`src/rtl/tba_pkg.sv`:
```
package tba_pkg;

	// ----------------------------------------------------------------
	// frame bytes
	// ----------------------------------------------------------------
	localparam logic [7:0] FRM_SYNC0  = 8'hff;
	localparam logic [7:0] FRM_SYNC1  = 8'h00;

	// ----------------------------------------------------------------
	// command bytes
	// ----------------------------------------------------------------
	localparam logic [7:0] CMD_RD_VAL = 8'h87;
	localparam logic [7:0] CMD_WR_BLK = 8'h89;
	localparam logic [7:0] CMD_WR_VAL = 8'h8a;
	localparam logic [7:0] CMD_WR_PG4 = 8'h8b;

	// ----------------------------------------------------------------
	// command and answer length bytes
	// ----------------------------------------------------------------
	localparam logic [7:0] LEN_RD_VAL = 8'h02;
	localparam logic [7:0] LEN_WR_BLK = 8'h12;
	localparam logic [7:0] LEN_WR_VAL = 8'h06;
	localparam logic [7:0] LEN_WR_PG4 = 8'h06;
	localparam logic [7:0] LEN_OK_4B  = 8'h06;
	localparam logic [7:0] LEN_OK_16B = 8'h12;
	localparam logic [7:0] LEN_FAIL   = 8'h02;

	// ----------------------------------------------------------------
	// error codes
	// ----------------------------------------------------------------
	localparam logic [7:0] ERR_NONE     = 8'h00;
	localparam logic [7:0] ERR_NO_TAG   = 8'h4e;
	localparam logic [7:0] ERR_INVALID  = 8'h49;
	localparam logic [7:0] ERR_FAILED   = 8'h46;
	localparam logic [7:0] ERR_MISMATCH = 8'h55;
	localparam logic [7:0] ERR_NO_READ  = 8'h58;

	// ----------------------------------------------------------------
	// tag engine operations
	// ----------------------------------------------------------------
	localparam logic [1:0] OP_READ  = 2'h0;
	localparam logic [1:0] OP_WR16  = 2'h1;
	localparam logic [1:0] OP_WR4   = 2'h2;

	// ----------------------------------------------------------------
	// sizes and reset values
	// ----------------------------------------------------------------
	localparam int         BLK_BYTES  = 16;
	localparam logic [4:0] LOAD_LAST  = 5'h10;
	localparam logic [7:0] RST_BYTE   = 8'h00;

	typedef enum logic [3:0] {
		ST_IDLE, ST_HDR, ST_LEN, ST_CMD, ST_PAY, ST_CSUM,
		ST_LOAD, ST_EXEC, ST_WAITW, ST_WAITR, ST_TX
	} tba_state_t;

endpackage

```
`src/rtl/tba_mem.sv`:
```
`timescale 1ns/1ps
module tba_mem (
	input  wire logic       i_mclk,
	input  wire logic       i_we,
	input  wire logic [3:0] i_waddr,
	input  wire logic [7:0] i_wdata,
	input  wire logic [3:0] i_raddr,
	output logic      [7:0] o_rdata
);

	logic [7:0] mem [0:15];

	always_ff @(posedge i_mclk) begin
		if (i_we) begin
			mem[i_waddr] <= i_wdata;
		end
		o_rdata <= mem[i_raddr];
	end

endmodule // tba_mem

```
`src/rtl/tba_core.sv`:
```
// Overview of operation
// - value read ok: len 06, cmd, block, value
// - value read fail: len 02, 4E/49/46
// - value read fails unauthenticated or bad format
// - block write rejected unless block authenticated
// - block write verified: 55 mismatch, 58 unreadable
// - block write ok: len 12, cmd, block, data
// - block write fail: 4E no tag, 46
// - value write builds format, writes, reads back
// - value write ok: len 06, readback value
// - value write fail: len 02, 4E/49/46
// - page write ok: len 06, readback bytes
// - page write fail: 55, 58, 4E, 46
`timescale 1ns/1ps
module tba_core (
	input  wire logic         i_mclk,
	input  wire logic         i_sys_rst,
	input  wire logic         i_rx_valid,
	input  wire logic [7:0]   i_rx_data,
	input  wire logic         i_tx_ready,
	output logic              o_tx_valid,
	output logic      [7:0]   o_tx_data,
	input  wire logic         i_tag_present,
	input  wire logic         i_auth_valid,
	input  wire logic [7:0]   i_auth_blk,
	output logic              o_tag_req,
	output logic      [1:0]   o_tag_op,
	output logic      [7:0]   o_tag_blk,
	output logic      [127:0] o_tag_wdata,
	input  wire logic         i_tag_done,
	input  wire logic         i_tag_ok,
	input  wire logic [127:0] i_tag_rdata,
	output logic              o_busy
);

	// ----------------------------------------------------------------
	// state
	// ----------------------------------------------------------------
	tba_pkg::tba_state_t st_r, st_nxt;
	logic [7:0]   len_r, len_nxt;
	logic [7:0]   cmd_r, cmd_nxt;
	logic [7:0]   blk_r, blk_nxt;
	logic [7:0]   sum_r, sum_nxt;
	logic [7:0]   pidx_r, pidx_nxt;
	logic [4:0]   ld_r, ld_nxt;
	logic [127:0] wdata_r, wdata_nxt;
	logic [127:0] rb_r, rb_nxt;
	logic [7:0]   err_r, err_nxt;
	logic [7:0]   rlen_r, rlen_nxt;
	logic         req_r, req_nxt;
	logic [1:0]   op_r, op_nxt;
	logic         txv_r, txv_nxt;
	logic [7:0]   txd_r, txd_nxt;
	logic [7:0]   tidx_r, tidx_nxt;
	logic [7:0]   tsum_r, tsum_nxt;
	logic [7:0]   mem_rdata;

	// ----------------------------------------------------------------
	// value block format helpers
	// ----------------------------------------------------------------
	function automatic logic [127:0] fmt_value(input logic [31:0] v, input logic [7:0] a);
		fmt_value = {~a, a, ~a, a, v, ~v, v};
	endfunction

	function automatic logic val_ok(input logic [127:0] d);
		val_ok = (d[63:32] == ~d[31:0]) && (d[95:64] == d[31:0])
			&& (d[111:104] == ~d[103:96]) && (d[119:112] == d[103:96])
			&& (d[127:120] == ~d[103:96]);
	endfunction

	// ----------------------------------------------------------------
	// decode
	// ----------------------------------------------------------------
	wire [7:0] rx_sum     = sum_r + i_rx_data;
	wire       pay_last   = (pidx_r + 8'h02) == len_r;
	wire       mem_we     = (st_r == tba_pkg::ST_PAY) && i_rx_valid
		&& (pidx_r != 8'h00) && (pidx_r <= 8'h10);
	wire [3:0] mem_waddr  = 4'(pidx_r - 8'h01);
	wire [3:0] mem_raddr  = ld_r[3:0];
	wire       is_rdv     = cmd_r == tba_pkg::CMD_RD_VAL;
	wire       is_wrb     = cmd_r == tba_pkg::CMD_WR_BLK;
	wire       is_wrv     = cmd_r == tba_pkg::CMD_WR_VAL;
	wire       is_wr4     = cmd_r == tba_pkg::CMD_WR_PG4;
	wire       len_ok     = (is_rdv && len_r == tba_pkg::LEN_RD_VAL)
		|| (is_wrb && len_r == tba_pkg::LEN_WR_BLK)
		|| (is_wrv && len_r == tba_pkg::LEN_WR_VAL)
		|| (is_wr4 && len_r == tba_pkg::LEN_WR_PG4);
	wire       auth_hit   = i_auth_valid && (i_auth_blk == blk_r);
	wire       need_auth  = is_rdv || is_wrb || is_wrv;
	wire       wr16_match = i_tag_rdata == wdata_r;
	wire       wr4_match  = i_tag_rdata[31:0] == wdata_r[31:0];
	wire       rd_good    = (is_rdv || is_wrv) ? val_ok(i_tag_rdata)
		: (is_wrb ? wr16_match : wr4_match);
	wire [7:0] rd_err     = (is_rdv || is_wrv) ? tba_pkg::ERR_INVALID
		: tba_pkg::ERR_MISMATCH;
	wire [7:0] nord_err   = (is_rdv || is_wrv) ? tba_pkg::ERR_FAILED
		: tba_pkg::ERR_NO_READ;
	wire [7:0] ok_len     = is_wrb ? tba_pkg::LEN_OK_16B : tba_pkg::LEN_OK_4B;

	// transmit byte selection for the next frame position
	wire       tx_go      = txv_r && i_tx_ready;
	wire [7:0] tx_next    = tidx_r + 8'h01;
	wire [7:0] tsum_acc   = (tidx_r != 8'h00) ? tsum_r + txd_r : tsum_r;
	wire [7:0] tx_last    = rlen_r + 8'h03;
	wire [7:0] tx_p       = tx_next - 8'h04;
	wire [3:0] tx_pm1     = 4'(tx_p - 8'h01);
	wire [7:0] tx_pay     = (err_r != tba_pkg::ERR_NONE) ? err_r
		: ((tx_p == 8'h00) ? blk_r : rb_r[8*tx_pm1 +: 8]);
	wire [7:0] tx_sel     = (tx_next == 8'h01) ? tba_pkg::FRM_SYNC1
		: (tx_next == 8'h02) ? rlen_r
		: (tx_next == 8'h03) ? cmd_r
		: (tx_next == tx_last) ? tsum_acc
		: tx_pay;

	// ----------------------------------------------------------------
	// payload store
	// ----------------------------------------------------------------
	tba_mem u_mem (
		.i_mclk  (i_mclk),
		.i_we    (mem_we),
		.i_waddr (mem_waddr),
		.i_wdata (i_rx_data),
		.i_raddr (mem_raddr),
		.o_rdata (mem_rdata)
	);

	// ----------------------------------------------------------------
	// next state
	// ----------------------------------------------------------------
	always_comb begin
		st_nxt    = st_r;
		len_nxt   = len_r;
		cmd_nxt   = cmd_r;
		blk_nxt   = blk_r;
		sum_nxt   = sum_r;
		pidx_nxt  = pidx_r;
		ld_nxt    = ld_r;
		wdata_nxt = wdata_r;
		rb_nxt    = rb_r;
		err_nxt   = err_r;
		rlen_nxt  = rlen_r;
		req_nxt   = 1'b0;
		op_nxt    = op_r;
		txv_nxt   = txv_r;
		txd_nxt   = txd_r;
		tidx_nxt  = tidx_r;
		tsum_nxt  = tsum_r;
		case (st_r)
			tba_pkg::ST_IDLE: begin
				if (i_rx_valid && i_rx_data == tba_pkg::FRM_SYNC0) begin
					st_nxt = tba_pkg::ST_HDR;
				end
			end
			tba_pkg::ST_HDR: begin
				if (i_rx_valid) begin
					if (i_rx_data == tba_pkg::FRM_SYNC1) begin
						st_nxt = tba_pkg::ST_LEN;
					end else if (i_rx_data != tba_pkg::FRM_SYNC0) begin
						st_nxt = tba_pkg::ST_IDLE;
					end
				end
			end
			tba_pkg::ST_LEN: begin
				if (i_rx_valid) begin
					len_nxt = i_rx_data;
					sum_nxt = i_rx_data;
					st_nxt  = (i_rx_data == 8'h00) ? tba_pkg::ST_IDLE : tba_pkg::ST_CMD;
				end
			end
			tba_pkg::ST_CMD: begin
				if (i_rx_valid) begin
					cmd_nxt  = i_rx_data;
					sum_nxt  = rx_sum;
					pidx_nxt = 8'h00;
					st_nxt   = (len_r == 8'h01) ? tba_pkg::ST_CSUM : tba_pkg::ST_PAY;
				end
			end
			tba_pkg::ST_PAY: begin
				if (i_rx_valid) begin
					// first payload byte is the block number, the rest go to the store
					if (pidx_r == 8'h00) begin
						blk_nxt = i_rx_data;
					end
					sum_nxt  = rx_sum;
					pidx_nxt = pidx_r + 8'h01;
					if (pay_last) begin
						st_nxt = tba_pkg::ST_CSUM;
					end
				end
			end
			tba_pkg::ST_CSUM: begin
				if (i_rx_valid) begin
					// bad checksum, unknown command or wrong length drops the frame
					if (i_rx_data == sum_r && len_ok) begin
						ld_nxt = 5'h00;
						st_nxt = is_rdv ? tba_pkg::ST_EXEC : tba_pkg::ST_LOAD;
					end else begin
						st_nxt = tba_pkg::ST_IDLE;
					end
				end
			end
			tba_pkg::ST_LOAD: begin
				// store read data lags the address by one cycle
				ld_nxt = ld_r + 5'h01;
				if (ld_r != 5'h00) begin
					wdata_nxt = {mem_rdata, wdata_r[127:8]};
				end
				if (ld_r == tba_pkg::LOAD_LAST) begin
					st_nxt = tba_pkg::ST_EXEC;
					if (is_wrv) begin
						wdata_nxt = fmt_value(wdata_r[39:8], blk_r);
					end else if (is_wr4) begin
						wdata_nxt = {96'h0, wdata_r[39:8]};
					end
				end
			end
			tba_pkg::ST_EXEC: begin
				if (!i_tag_present) begin
					err_nxt = tba_pkg::ERR_NO_TAG;
					st_nxt  = tba_pkg::ST_TX;
				end else if (need_auth && !auth_hit) begin
					err_nxt = tba_pkg::ERR_FAILED;
					st_nxt  = tba_pkg::ST_TX;
				end else if (is_rdv) begin
					req_nxt = 1'b1;
					op_nxt  = tba_pkg::OP_READ;
					st_nxt  = tba_pkg::ST_WAITR;
				end else begin
					req_nxt = 1'b1;
					op_nxt  = is_wr4 ? tba_pkg::OP_WR4 : tba_pkg::OP_WR16;
					st_nxt  = tba_pkg::ST_WAITW;
				end
			end
			tba_pkg::ST_WAITW: begin
				if (i_tag_done) begin
					if (i_tag_ok) begin
						req_nxt = 1'b1;
						op_nxt  = tba_pkg::OP_READ;
						st_nxt  = tba_pkg::ST_WAITR;
					end else begin
						err_nxt = tba_pkg::ERR_FAILED;
						st_nxt  = tba_pkg::ST_TX;
					end
				end
			end
			tba_pkg::ST_WAITR: begin
				if (i_tag_done) begin
					rb_nxt = i_tag_rdata;
					st_nxt = tba_pkg::ST_TX;
					if (!i_tag_ok) begin
						err_nxt = nord_err;
					end else if (!rd_good) begin
						err_nxt = rd_err;
					end
				end
			end
			tba_pkg::ST_TX: begin
				if (!txv_r) begin
					// answer length follows the outcome
					rlen_nxt = (err_r != tba_pkg::ERR_NONE) ? tba_pkg::LEN_FAIL
						: ok_len;
					txv_nxt  = 1'b1;
					txd_nxt  = tba_pkg::FRM_SYNC0;
					tidx_nxt = 8'h00;
					tsum_nxt = 8'h00;
				end else if (tx_go) begin
					tsum_nxt = tsum_acc;
					tidx_nxt = tx_next;
					txd_nxt  = tx_sel;
					if (tidx_r == tx_last) begin
						txv_nxt = 1'b0;
						err_nxt = tba_pkg::ERR_NONE;
						st_nxt  = tba_pkg::ST_IDLE;
					end
				end
			end
			default: begin
				st_nxt = tba_pkg::ST_IDLE;
			end
		endcase
	end

	// ----------------------------------------------------------------
	// registers
	// ----------------------------------------------------------------
	always_ff @(posedge i_mclk or posedge i_sys_rst) begin
		if (i_sys_rst) begin
			st_r    <= tba_pkg::ST_IDLE;
			len_r   <= tba_pkg::RST_BYTE;
			cmd_r   <= tba_pkg::RST_BYTE;
			blk_r   <= tba_pkg::RST_BYTE;
			sum_r   <= tba_pkg::RST_BYTE;
			pidx_r  <= tba_pkg::RST_BYTE;
			ld_r    <= 5'h00;
			wdata_r <= 128'h0;
			rb_r    <= 128'h0;
			err_r   <= tba_pkg::ERR_NONE;
			rlen_r  <= tba_pkg::RST_BYTE;
			req_r   <= 1'b0;
			op_r    <= tba_pkg::OP_READ;
			txv_r   <= 1'b0;
			txd_r   <= tba_pkg::RST_BYTE;
			tidx_r  <= tba_pkg::RST_BYTE;
			tsum_r  <= tba_pkg::RST_BYTE;
		end else begin
			st_r    <= st_nxt;
			len_r   <= len_nxt;
			cmd_r   <= cmd_nxt;
			blk_r   <= blk_nxt;
			sum_r   <= sum_nxt;
			pidx_r  <= pidx_nxt;
			ld_r    <= ld_nxt;
			wdata_r <= wdata_nxt;
			rb_r    <= rb_nxt;
			err_r   <= err_nxt;
			rlen_r  <= rlen_nxt;
			req_r   <= req_nxt;
			op_r    <= op_nxt;
			txv_r   <= txv_nxt;
			txd_r   <= txd_nxt;
			tidx_r  <= tidx_nxt;
			tsum_r  <= tsum_nxt;
		end
	end

	logic busy_r;

	always_ff @(posedge i_mclk or posedge i_sys_rst) begin
		if (i_sys_rst) begin
			busy_r <= 1'b0;
		end else begin
			busy_r <= st_nxt > tba_pkg::ST_CSUM;
		end
	end

	// ----------------------------------------------------------------
	// outputs
	// ----------------------------------------------------------------
	assign o_tx_valid  = txv_r;
	assign o_tx_data   = txd_r;
	assign o_tag_req   = req_r;
	assign o_tag_op    = op_r;
	assign o_tag_blk   = blk_r;
	assign o_tag_wdata = wdata_r;
	assign o_busy      = busy_r;

endmodule // tba_core

```
`config.mk`:
```
export PLATFORM = sky130hd
export DESIGN_NAME = tba_core
export DESIGN_NICKNAME = d
export VERILOG_FILES = /design/src/rtl/tba_pkg.sv /design/src/rtl/tba_mem.sv /design/src/rtl/tba_core.sv
export SDC_FILE = /design/constraint.sdc
export NUM_CORES = 1
export LEC_CHECK = 0
export ABC_CLOCK_PERIOD_IN_PS = 11250
export BUFFER_PORTS_ARGS = -buffer_cell sky130_fd_sc_hd__buf_2
export CORE_UTILIZATION = 26
export DETAILED_ROUTE_END_ITERATION = 10
export SLEW_MARGIN = 5
export SYNTH_ARGS = -nofsm -noshare
export SYNTH_HDL_FRONTEND = slang
export SYNTH_SLANG_ARGS = --single-unit
```
`constraint.sdc`:
```
create_clock -name i_mclk -period 11.25 [get_ports i_mclk]
set_clock_uncertainty 0.2 [all_clocks]
set_input_delay 2.25 -clock i_mclk [delete_from_list [all_inputs] [get_ports i_mclk]]
set_output_delay 2.25 -clock i_mclk [all_outputs]
set_load 0.05 [all_outputs]
```
Yosys cells after proc, flatten, opt, wreduce, memory -nomap -nowiden --
Memories as Yosys holds them, arrays and structs flattened. A register that Yosys moved wholly into a read port is not among the register bits. Index checks and enable logic that the tools add are counted.
Cells by class: $add $sub $neg 10, $lt $le $gt $ge 2, eq/ne operators 54, shift operators 1, mux-type cells 84, bitwise logic cells 5, reduce and logical (&&, ||, !) cells 48
Operator list (number):
- two-way mux 128 bit | 4
- two-way mux 8 bit | 27
- equality test 128 bit | 1
- variable part select 128 x 8 -> 8 bit | 1
- equality test 32 bit | 3
- equality test 8 bit | 8
- inverter 32 bit | 2
- two-way mux 4 bit | 15
- case mux 4 bit (11 select lines) | 1
- equality test 8 bit, second input constant | 5
- case mux 8 bit (2 select lines) | 2
- case mux 8 bit (4 select lines) | 1
- two-way mux 5 bit | 6
- inequality test 2 bit, second input constant | 14
- equality test 8 x 2 -> 1 bit, second input constant | 3
- zero test 8 bit | 3
- nonzero test 8 bit | 3
- two-way mux 2 bit | 10
- adder 8 x 1 -> 8 bit, second input constant | 2
- adder 8 x 2 -> 8 bit, second input constant | 2
- adder 8 bit | 2
- equality test 4 x 3 -> 1 bit, second input constant | 4
- equality test 8 x 1 -> 1 bit, second input constant | 2
- logical AND 1 bit | 16
- other kinds (32) | 67
Word-level totals: register bits after elaboration 350, memory bits (writable) 128, bits of input ports 152, output and inout port bits 149, word-level logic and storage cells 223, memories 1
Memories:
- u_mem.mem | depth 16, bits a word 8, rd ports 1, clocked after memory_dff 1, wr ports 1, RTL line tba_mem.sv:11 | logic [7:0] mem [0:15];

Depth between registers and ports, before layout --
Gate-level depths: netlist of the first run.
depth after elaboration 12, depth in mapped cells 14, mapped depth without buffers 12

By module --
A second synthesis of the first run with hierarchy kept.
Unflattened totals: cell total of the unflattened synthesis 2203, area total of the unflattened synthesis 24883.9 µm²
By module, submodules not included:
- tba_core | instances 1, cells an instance 1974, area each 19736.4 µm², sequential area each 8583.2 µm²
- tba_mem | instances 1, cells an instance 229, area each 5147.4 µm², sequential area each 4003.8 µm²

Least setup slack after synthesis of the first run --
No wires, ideal clock.
kind input port to flip-flop, from input port i_tag_rdata[103], to register err_r[1], setup time 0.125 ns, arrival time 4.313 ns, data required time 10.925 ns, path slack 6.612 ns, cell stages on the path 8, path buffers 0, cell sequence nor3b_1 > o22ai_1 > or4_1 > or4_1 > nor3_1 > a21oi_1 > o21ai_4 > mux2_4
On the way: cells in the longest elaborated chain, start to end 8, elaborated cells on any way between the ends 12, classes of those cells eq/ne (5); mux (2); bitwise (1); reduce/logical (4)
RTL lines:
- start, declared | RTL line tba_core.sv:32 | input wire logic [127:0] i_tag_rdata,
- parallel branches: the longest is 5 deep, another holds equality test 128 bit
- two-way mux 1 bit (*) | RTL line tba_core.sv:92 | wire rd_good = (is_rdv || is_wrv) ? val_ok(i_tag_rdata)
- inequality test 3 bit (no line) (*)
- AND reduction 9 bit (no line) (*)
- end signal, assigned | RTL line tba_core.sv:297 | err_r <= tba_pkg::ERR_NONE;
- end signal, assigned | RTL line tba_core.sv:315 | err_r <= err_nxt;
- end, declared | RTL line tba_core.sv:48 | logic [7:0] err_r, err_nxt;
Every way passes the cells marked *. A chain may end at the register's enable or synchronous reset.

Worst setup path in the final report of the first run --
from input port i_tag_rdata[103], to register err_r[2]
Same word-level chain as after synthesis.

==> results.md, run 1 <==
- Inserted Clock Buffers: 50
- YS warnings: 0
- Vias: around 19000
- Number of synthesized flops with an enable pin: 128
- Outcome: complete, no violations
- Post-Syn Nets: around 2300
- FF-to-FF Start: tidx_r[0]
- Primary FF master, synth: dfrtp_1
- Clk pin slew, worst setup/hold paths: roughly 0.060 ns
- Postcts setup bufs: 0
- Flops & latches, synth: around 480
- Post-synth top area cell: dfrtp_1
- Critical Path Source: i_tag_rdata[103]
- Crit path max fanout: 5
- Core Area: just over 90000 um2
- PortBufs: 300
- DRT iter0 DRCs: between 2000 and 2500
- Worst min-delay path startpoint: sum_r[4]
- Initial antenna violation count: 37
- Post-layout util: a little under a third
- Clock buffer depth: 3
- Die ar.: 95200 um2
- Tmin final: 4.89 ns
- WS Path Type: in -> reg
- Layout area overhead: 18.7%
- Net Sw Power: 0.866 mW
- CTS tree: built
- Initial core utilization: between 20% and 30%
- Post-CTS resize count: 0
- Dpl ws: just under 6 ns
- Detail Route Antenna Nets: 0
- Largest net degree at the start of global routing: roughly 170
- Required @ worst endpoint: 11.54 ns
- Post-synthesis instance area: roughly 24000 um2
- Slew headroom: between 20% and 30%
- Synth top area share: about a third
- GP Congestion: 0.989
- Via density: between 5 and 6
- CTS Sinks: 479
- DRT Pass-1 Iters: 6
- Met3 usage: under 10%
- Die Height: 309 um
- Clk pwr share: around 47%
- Worst Tran Pin Value: around 1.1 ns
- Final setup fails: 0
- Fin crit share: 43.4%
- Top Ports: 301
- HPWL Detailed: 71200 um
- FFs w/ async S/R, synth: between 70% and 80%
- PwrDens: ~130 nW/um2
- Total power draw: around 3.7 mW
- Post-detailed-route wirelength per cell: between 20 and 30 um
- Final count of hold timing violations: 0
- WP data arrival: roughly 5.2 ns
- Synth unique cells: 80
- Row count: 112
- Avg Cell Area, Syn: between 10 and 15 um2
- Nets: around 2500
- Seq pwr share: roughly 48%
- Sequential share of the synthesized area: 51.5%
- Critical path launch point type: primary input
- Maximum vdd ir drop: around 0.11 mV
- Switch share: 23.3%
- M2 GR Usage: between 20 and 30%
- Setup ws final: 6.36 ns
- CP endpoint kind: register
- CTS Hold Bufs: 0
- GR Util met1: a little over a quarter
- First-pass GRT wire length: roughly 130000 um
- Root Buffer: clkbuf_16
- Layout cells sized above 1: roughly 28%
- Busiest grt layer: met2
- Area contributors post-synth: dfrtp_1 35%, edfxtp_1 16%, mux2_2 8.1%, mux4_2 6.8%, xnor2_1 4.4%
- Leakage: 12.8 nW
- RSZ-0062 raised after global routing: no
- Die W: 309 um
- Vias in the first global route: 18200
- Post-DP Area: approximately 27000 um2
- H-tree levels: 2
- Post-Synthesis Cells: approximately 2100
- Internal power: approximately 2.8 mW
- DRC viols: 0
- Worst-Skew Late Latency: a little over 0.6 ns
- Total grt overflow: 0
- Max-cap violations: 0
- Hold WC Path Type: reg -> reg
- Max-slew violation count: 0
- Design area: 29000 um2
- Highest clock rate: about 200 MHz
- Fill cell count: approximately 9400
- Setup TNS Final: 0 ns
- All-Layer GR Usage: between 15 and 20%
- Final WL: 94900 um
- Logic gate share of total power: under 10%
[flip-flops by register name, summed over array words and instances, names as in the netlist, 4 cells and up]
signal,count
st_r,4
ld_r,5
u_mem.o_rdata,8
len_r,8
pidx_r,8
sum_r,8
rb_r,128
o_tx_data,8
tsum_r,8
tidx_r,8
cmd_r,8
err_r,6
u_mem.mem,128
o_tag_blk,8
o_tag_wdata,128
[worst max-delay path, stage by stage]
cell and delay (ns):
buf_2 0.16, nor3b_1 0.46, o22ai_1 0.18, or4_1 0.61
or4_1 0.55, nor3_1 0.21, a21oi_1 0.15, o21ai_4 0.27
mux2_4 0.32
[layout by cell type (no fill, tap or decap), types with 18 or more instances in the layout]
cell type  Yosys  final
a21oi_1       94     94
a22oi_1       52     52
buf_2          9    300
buf_4          1     18
clkbuf_16      0     50
dfrtp_1      343    341
edfxtp_1     128    128
ha_1          38     38
inv_1         31     30
mux2_2       176    176
mux2i_1       30     30
mux4_2        74     74
nand2_1      203    201
nand3_1       27     27
nand4_1       46     46
nor2_1       100    100
nor4_1        25     25
o21ai_0      155    154
xnor2_1      123    123
xor2_1        94     94
[layout make-up]
class	count	area (um2)	share of cell area, %
Sequential cell	479	12600	43.4
Multi-Input combinational cell	1448	11300	39.1
Timing Repair Buffer	319	1660	5.71
Tap cell	1254	1570	5.41
Clock buffer	70	1430	4.92
Clock inverter	21	284	0.979
Inverter	32	124	0.427
Antenna cell	8	20.0	0.0690
[logic make-up (layout without fill, tap and decap cells)]
family / Yosys count / count (layout) / share of synthesized area [%]
other: 0 / 8 / 0
flip-flops: 479 / 479 / 51.5
buffers and inverters: 140 / 442 / 2.24
AND/OR/NAND/NOR: 517 / 517 / 10.3
XOR/XNOR: 220 / 220 / 7.98
multiplexers: 282 / 282 / 16.3
adder cells (fa/ha/maj): 40 / 40 / 2.11
AO/OA/AOI/OAI: 389 / 389 / 9.56
[worst paths after layout]
kind	end	cells after the start	slack (ns)
worst min register to register	sum_r[4]	2	0.29
worst min-delay path	sum_r[4]	2	0.29
max in group asynchronous	rb_r[0]	4	6.98
min in group asynchronous	sum_r[3]	2	1.59
worst max register to register	o_tx_data[3]	8	6.85
worst max-delay path	err_r[2]	9	6.36
[layer usage]
metal  share of wire, %  wire length (um)
met4                3.5              3310
met5               0.28               262
met1                 42             39500
met2                 44             42100
met3                 10              9690
[synth_stat cells, drive strengths merged, types with 5 or more instances]
cell	count
a21o	8
a21oi	94
a22o	10
a22oi	52
and3	12
and3b	12
buf	16
clkbuf	92
dfrtp	343
dfxtp	8
edfxtp	128
ha	38
inv	32
mux2	178
mux2i	30
mux4	74
nand2	203
nand2b	13
nand3	27
nand3b	5
nand4	46
nor2	100
nor2b	13
nor3	17
nor3b	13
nor4	25
o211ai	7
o21ai	158
o22ai	15
o31ai	8
or3	5
or4	11
xnor2	125
xor2	95
[power groups by stage]
stage               Clock, mW  Combinational, mW  Sequential, mW
finish                   1.74              0.186            1.79
CTS                      1.76              0.185            1.79
global placement            0              0.184            1.82
floorplan                   0             0.0688            1.82
detailed placement          0              0.184            1.82
global route             1.83              0.197            1.79
[metrics by stage]
step / hold WS, ns / std cells
6_report: 0.293 / 3631
5_1_grt: 0.313 / 3631
4_1_cts: 0.295 / 3623
3_5_place_dp: 0.282 / 3532
3_3_place_gp: 0.267 / 3532
2_1_floorplan: 0.245 / 2067
No activity file was read; power rests on OpenSTA's default activity.
==> run 2, diff against run 1 <==
- ABC_AREA: unset -> 1
- ABC_CLOCK_PERIOD_IN_PS: 11250 -> 4400
- clock period: 11.25 -> 4.4 ns (I/O delays scaled with it)
==> results.md, run 2 <==
- Top cell by count, worst path: nand2_1
- Hold Slack: between 0.007 and 0.008 ns
- Count leader, synth: nand2_1
- Met3 usage: 5.60%
- Post-Syn Nets: between 3000 and 4000
- RSZ-0062 raised after global routing: no
- Fin crit share: about three quarters
- Final count of hold timing violations: 0
- Post-synth top area cell: dfrtp_1
- Layout cells sized above 1: between 10% and 20%
- Max-cap violations: 0
- Crit path max fanout: 8
- Avg Cell Area, Syn: 8.67 um2
- Slowest CP cell: xor2_1
- Setup ws final: between 1 and 1.5 ns
- Required @ worst endpoint: roughly 4.7 ns
- WS Path Type: reg -> reg
- All-Layer GR Usage: a little over a fifth
- Vias: approximately 24000
- Detail Route Antenna Nets: 0
- Hold WC Path Type: in -> async
- Initial antenna violation count: 19
- Worst Tran Pin Value: roughly 0.9 ns
- Top delay family on crit path: simple AND/OR/NAND/NOR gates
- Final WL: about 110000 um
- Via density: 5.22
- First-pass GRT wire length: 158000 um
- PortBufs: 300
- DRT Pass-1 Iters: 6
- Top Ports: roughly 300
- Post-detailed-route wirelength per cell: approximately 24 um
- Sequential share of the synthesized area: 49.0%
- Clock buffer depth: 3
- Crit path buf inv count: 2
- GP Congestion: about 1
- Root Buffer: clkbuf_16
- Die W: around 320 um
- Initial core utilization: around a quarter
- Max-slew violation count: 0
- Largest net degree at the start of global routing: ~120
- Core Area: slightly below 100000 um2
- CTS tree: built
- Flops & latches, synth: approximately 480
- Final setup fails: 0
- Dpl ws: about 0.97 ns
- CP endpoint kind: register
- Leakage: approximately 14 nW
- CTS Hold Bufs: 0
- Max stage delay on crit path: between 0.7 and 0.8 ns
- Postcts setup bufs: 0
- Fill cell count: just over 10000
- HPWL Detailed: approximately 84000 um
- Inserted Clock Buffers: 54
- Maximum vdd ir drop: between 0.2 and 0.3 mV
- FF-to-FF Start: tidx_r[1]
- Highest clock rate: about 300 MHz
- R2r worst-path depth: 17
- Cell depth of the worst setup path: 17
- Layout area overhead: 18.9%
- FFs w/ async S/R, synth: 71.6%
- Synth top area share: between 30% and 40%
- YS warnings: 0
- Critical path launch point type: register
- Post-CTS resize count: 0
- CTS Sinks: about 480
- DRT iter0 DRCs: roughly 3000
- Slew headroom: 41.2%
- PwrDens: about 400 nW/um2
- Primary FF master, synth: dfrtp_1
- Clk pin slew, worst setup/hold paths: around 0.060 ns
- Commonest non-fill, non-tap cell in the layout: nand2_1
- Die ar.: ~100000 um2
- WP data arrival: between 3 and 4 ns
- Nets: about 3400
- Vias in the first global route: 22000
- FF-to-FF setup slack: between 1 and 1.5 ns
- Busiest grt layer: met1
- Worst-Skew Late Latency: approximately 0.66 ns
- DRC viols: 0
- H-tree levels: 2
- Total grt overflow: 0
- Commonest cells in the netlist: 545 x nand2_1, 364 x o21ai_0, 343 x dfrtp_1
- Outcome: complete, no violations
- Cell breakdown of the critical path: ha_1 > nand2_4 > inv_1 > nor2_2 > ha_1 > xor2_1 > nand2_1 > nand2_1 > inv_1 > nand2_1 > nand3_1 > nand2_1 > nand2_1 > nand2_1 > nand2_1 > nand2_1 > a21oi_2
- Most frequent cells in the layout: 542 x nand2_1, 364 x o21ai_0, 342 x dfrtp_1, 300 x buf_2, 254 x inv_1
- Row count: roughly 110
- R2R Path End: o_tx_data[2]
- Number of synthesized flops with an enable pin: roughly 130
- Die Height: roughly 320 um
- Area contributors post-synth: dfrtp_1 33%, edfxtp_1 15%, nand2_1 8.0%, o21ai_0 7.1%, nand3_1 4.9%
- Synth unique cells: 65
- Post-Synthesis Cells: 2965
- M2 GR Usage: a little under a third
- GR Util met1: between 30% and 40%
- Tmin final: ~3.4 ns
- Post-synthesis instance area: about 26000 um2
-- run 2: changes by cell type in the layout (fill, tap and decap cells not counted), sizes merged, moves of 21 or more --
cell	delta
mux4	-74
xnor2	-21
mux2i	-30
nor2	+161
o21ai	+217
inv	+232
a22oi	-52
a22o	+53
nand2	+349
mux2	-126
o22ai	+43
a21oi	-31
nand3	+230
-- run 2: metal layers --
metal | wire (um) | share of wire (%)
met1 | 48500 | 44
met2 | 46400 | 42
met4 | 4060 | 3.7
met3 | 12000 | 11
met5 | 71 | 0.064
-- run 2: area by class of cell --
class                      instances  area (um2)  share of cell area (%)
sequential                       479       12600                    41.2
multi-input combinational       2069       11500                    37.7
tap                             1276        1600                    5.22
antenna                            9        22.5                  0.0737
inverter                         271        1020                    3.35
clock inverter                    31         408                    1.33
clock buffer                      70        1540                    5.04
timing repair buffer             334        1860                    6.08
-- run 2: kinds of logic (layout without fill, tap and decap cells) --
group	count (synthesis)	count (layout)	synth area share (%)
adders and majority gates	40	40	2.01
AOI/OAI and AO/OA	620	620	14.1
buffers and inverters	417	706	6.39
muxes	52	52	2.28
xor gates and xnor gates	179	179	6.26
DFF	479	479	49.0
other	0	9	0
and+or+nand+nor	1178	1178	20.0
-- run 2: how the worst max path moves through the flow --
stage,from,to,slack [ns]
2_1_floorplan,i_sys_rst,cmd_r[0],-1.27
3_3_place_gp,tidx_r[1],o_tx_data[2],1.07
3_5_place_dp,i_rx_valid,u_mem.mem[7][6],0.97
5_1_grt,tidx_r[1],o_tx_data[0],0.75
4_1_cts,tidx_r[1],o_tx_data[2],1.04
6_report,tidx_r[1],o_tx_data[2],1.03
-- run 2: metrics by stage --
stage / power [mW] / instance area [um2] / TNS [ns] / instances / utilization [%]
finish: 12.4 / 30600 / 0 / 4539 / 31.4
floorplan: 6.62 / 25700 / -435.10 / 2965 / -
global placement: 7.47 / 28600 / 0 / 4429 / 29.4
detailed placement: 7.48 / 28600 / 0 / 4429 / 29.4
global route: 12.9 / 30500 / 0 / 4534 / 31.4
CTS: 12.4 / 30500 / 0 / 4530 / 31.4
-- run 2: power by group --
part	total, mW	switching [mW]	internal [mW]
combinational	2.35	1.59	0.759
sequential	5.09	0.256	4.84
clock	4.93	2.07	2.85
total	12.4	3.92	8.45
-- run 2: worst register-to-register path, cell delays in order (launching register included) --
cell	delay, ns
dfrtp_1	0.50
ha_1	0.45
nand2_4	0.10
inv_1	0.11
nor2_2	0.06
ha_1	0.35
xor2_1	0.72
nand2_1	0.11
nand2_1	0.13
inv_1	0.05
nand2_1	0.06
nand3_1	0.07
nand2_1	0.07
nand2_1	0.06
nand2_1	0.06
nand2_1	0.05
nand2_1	0.07
a21oi_2	0.05
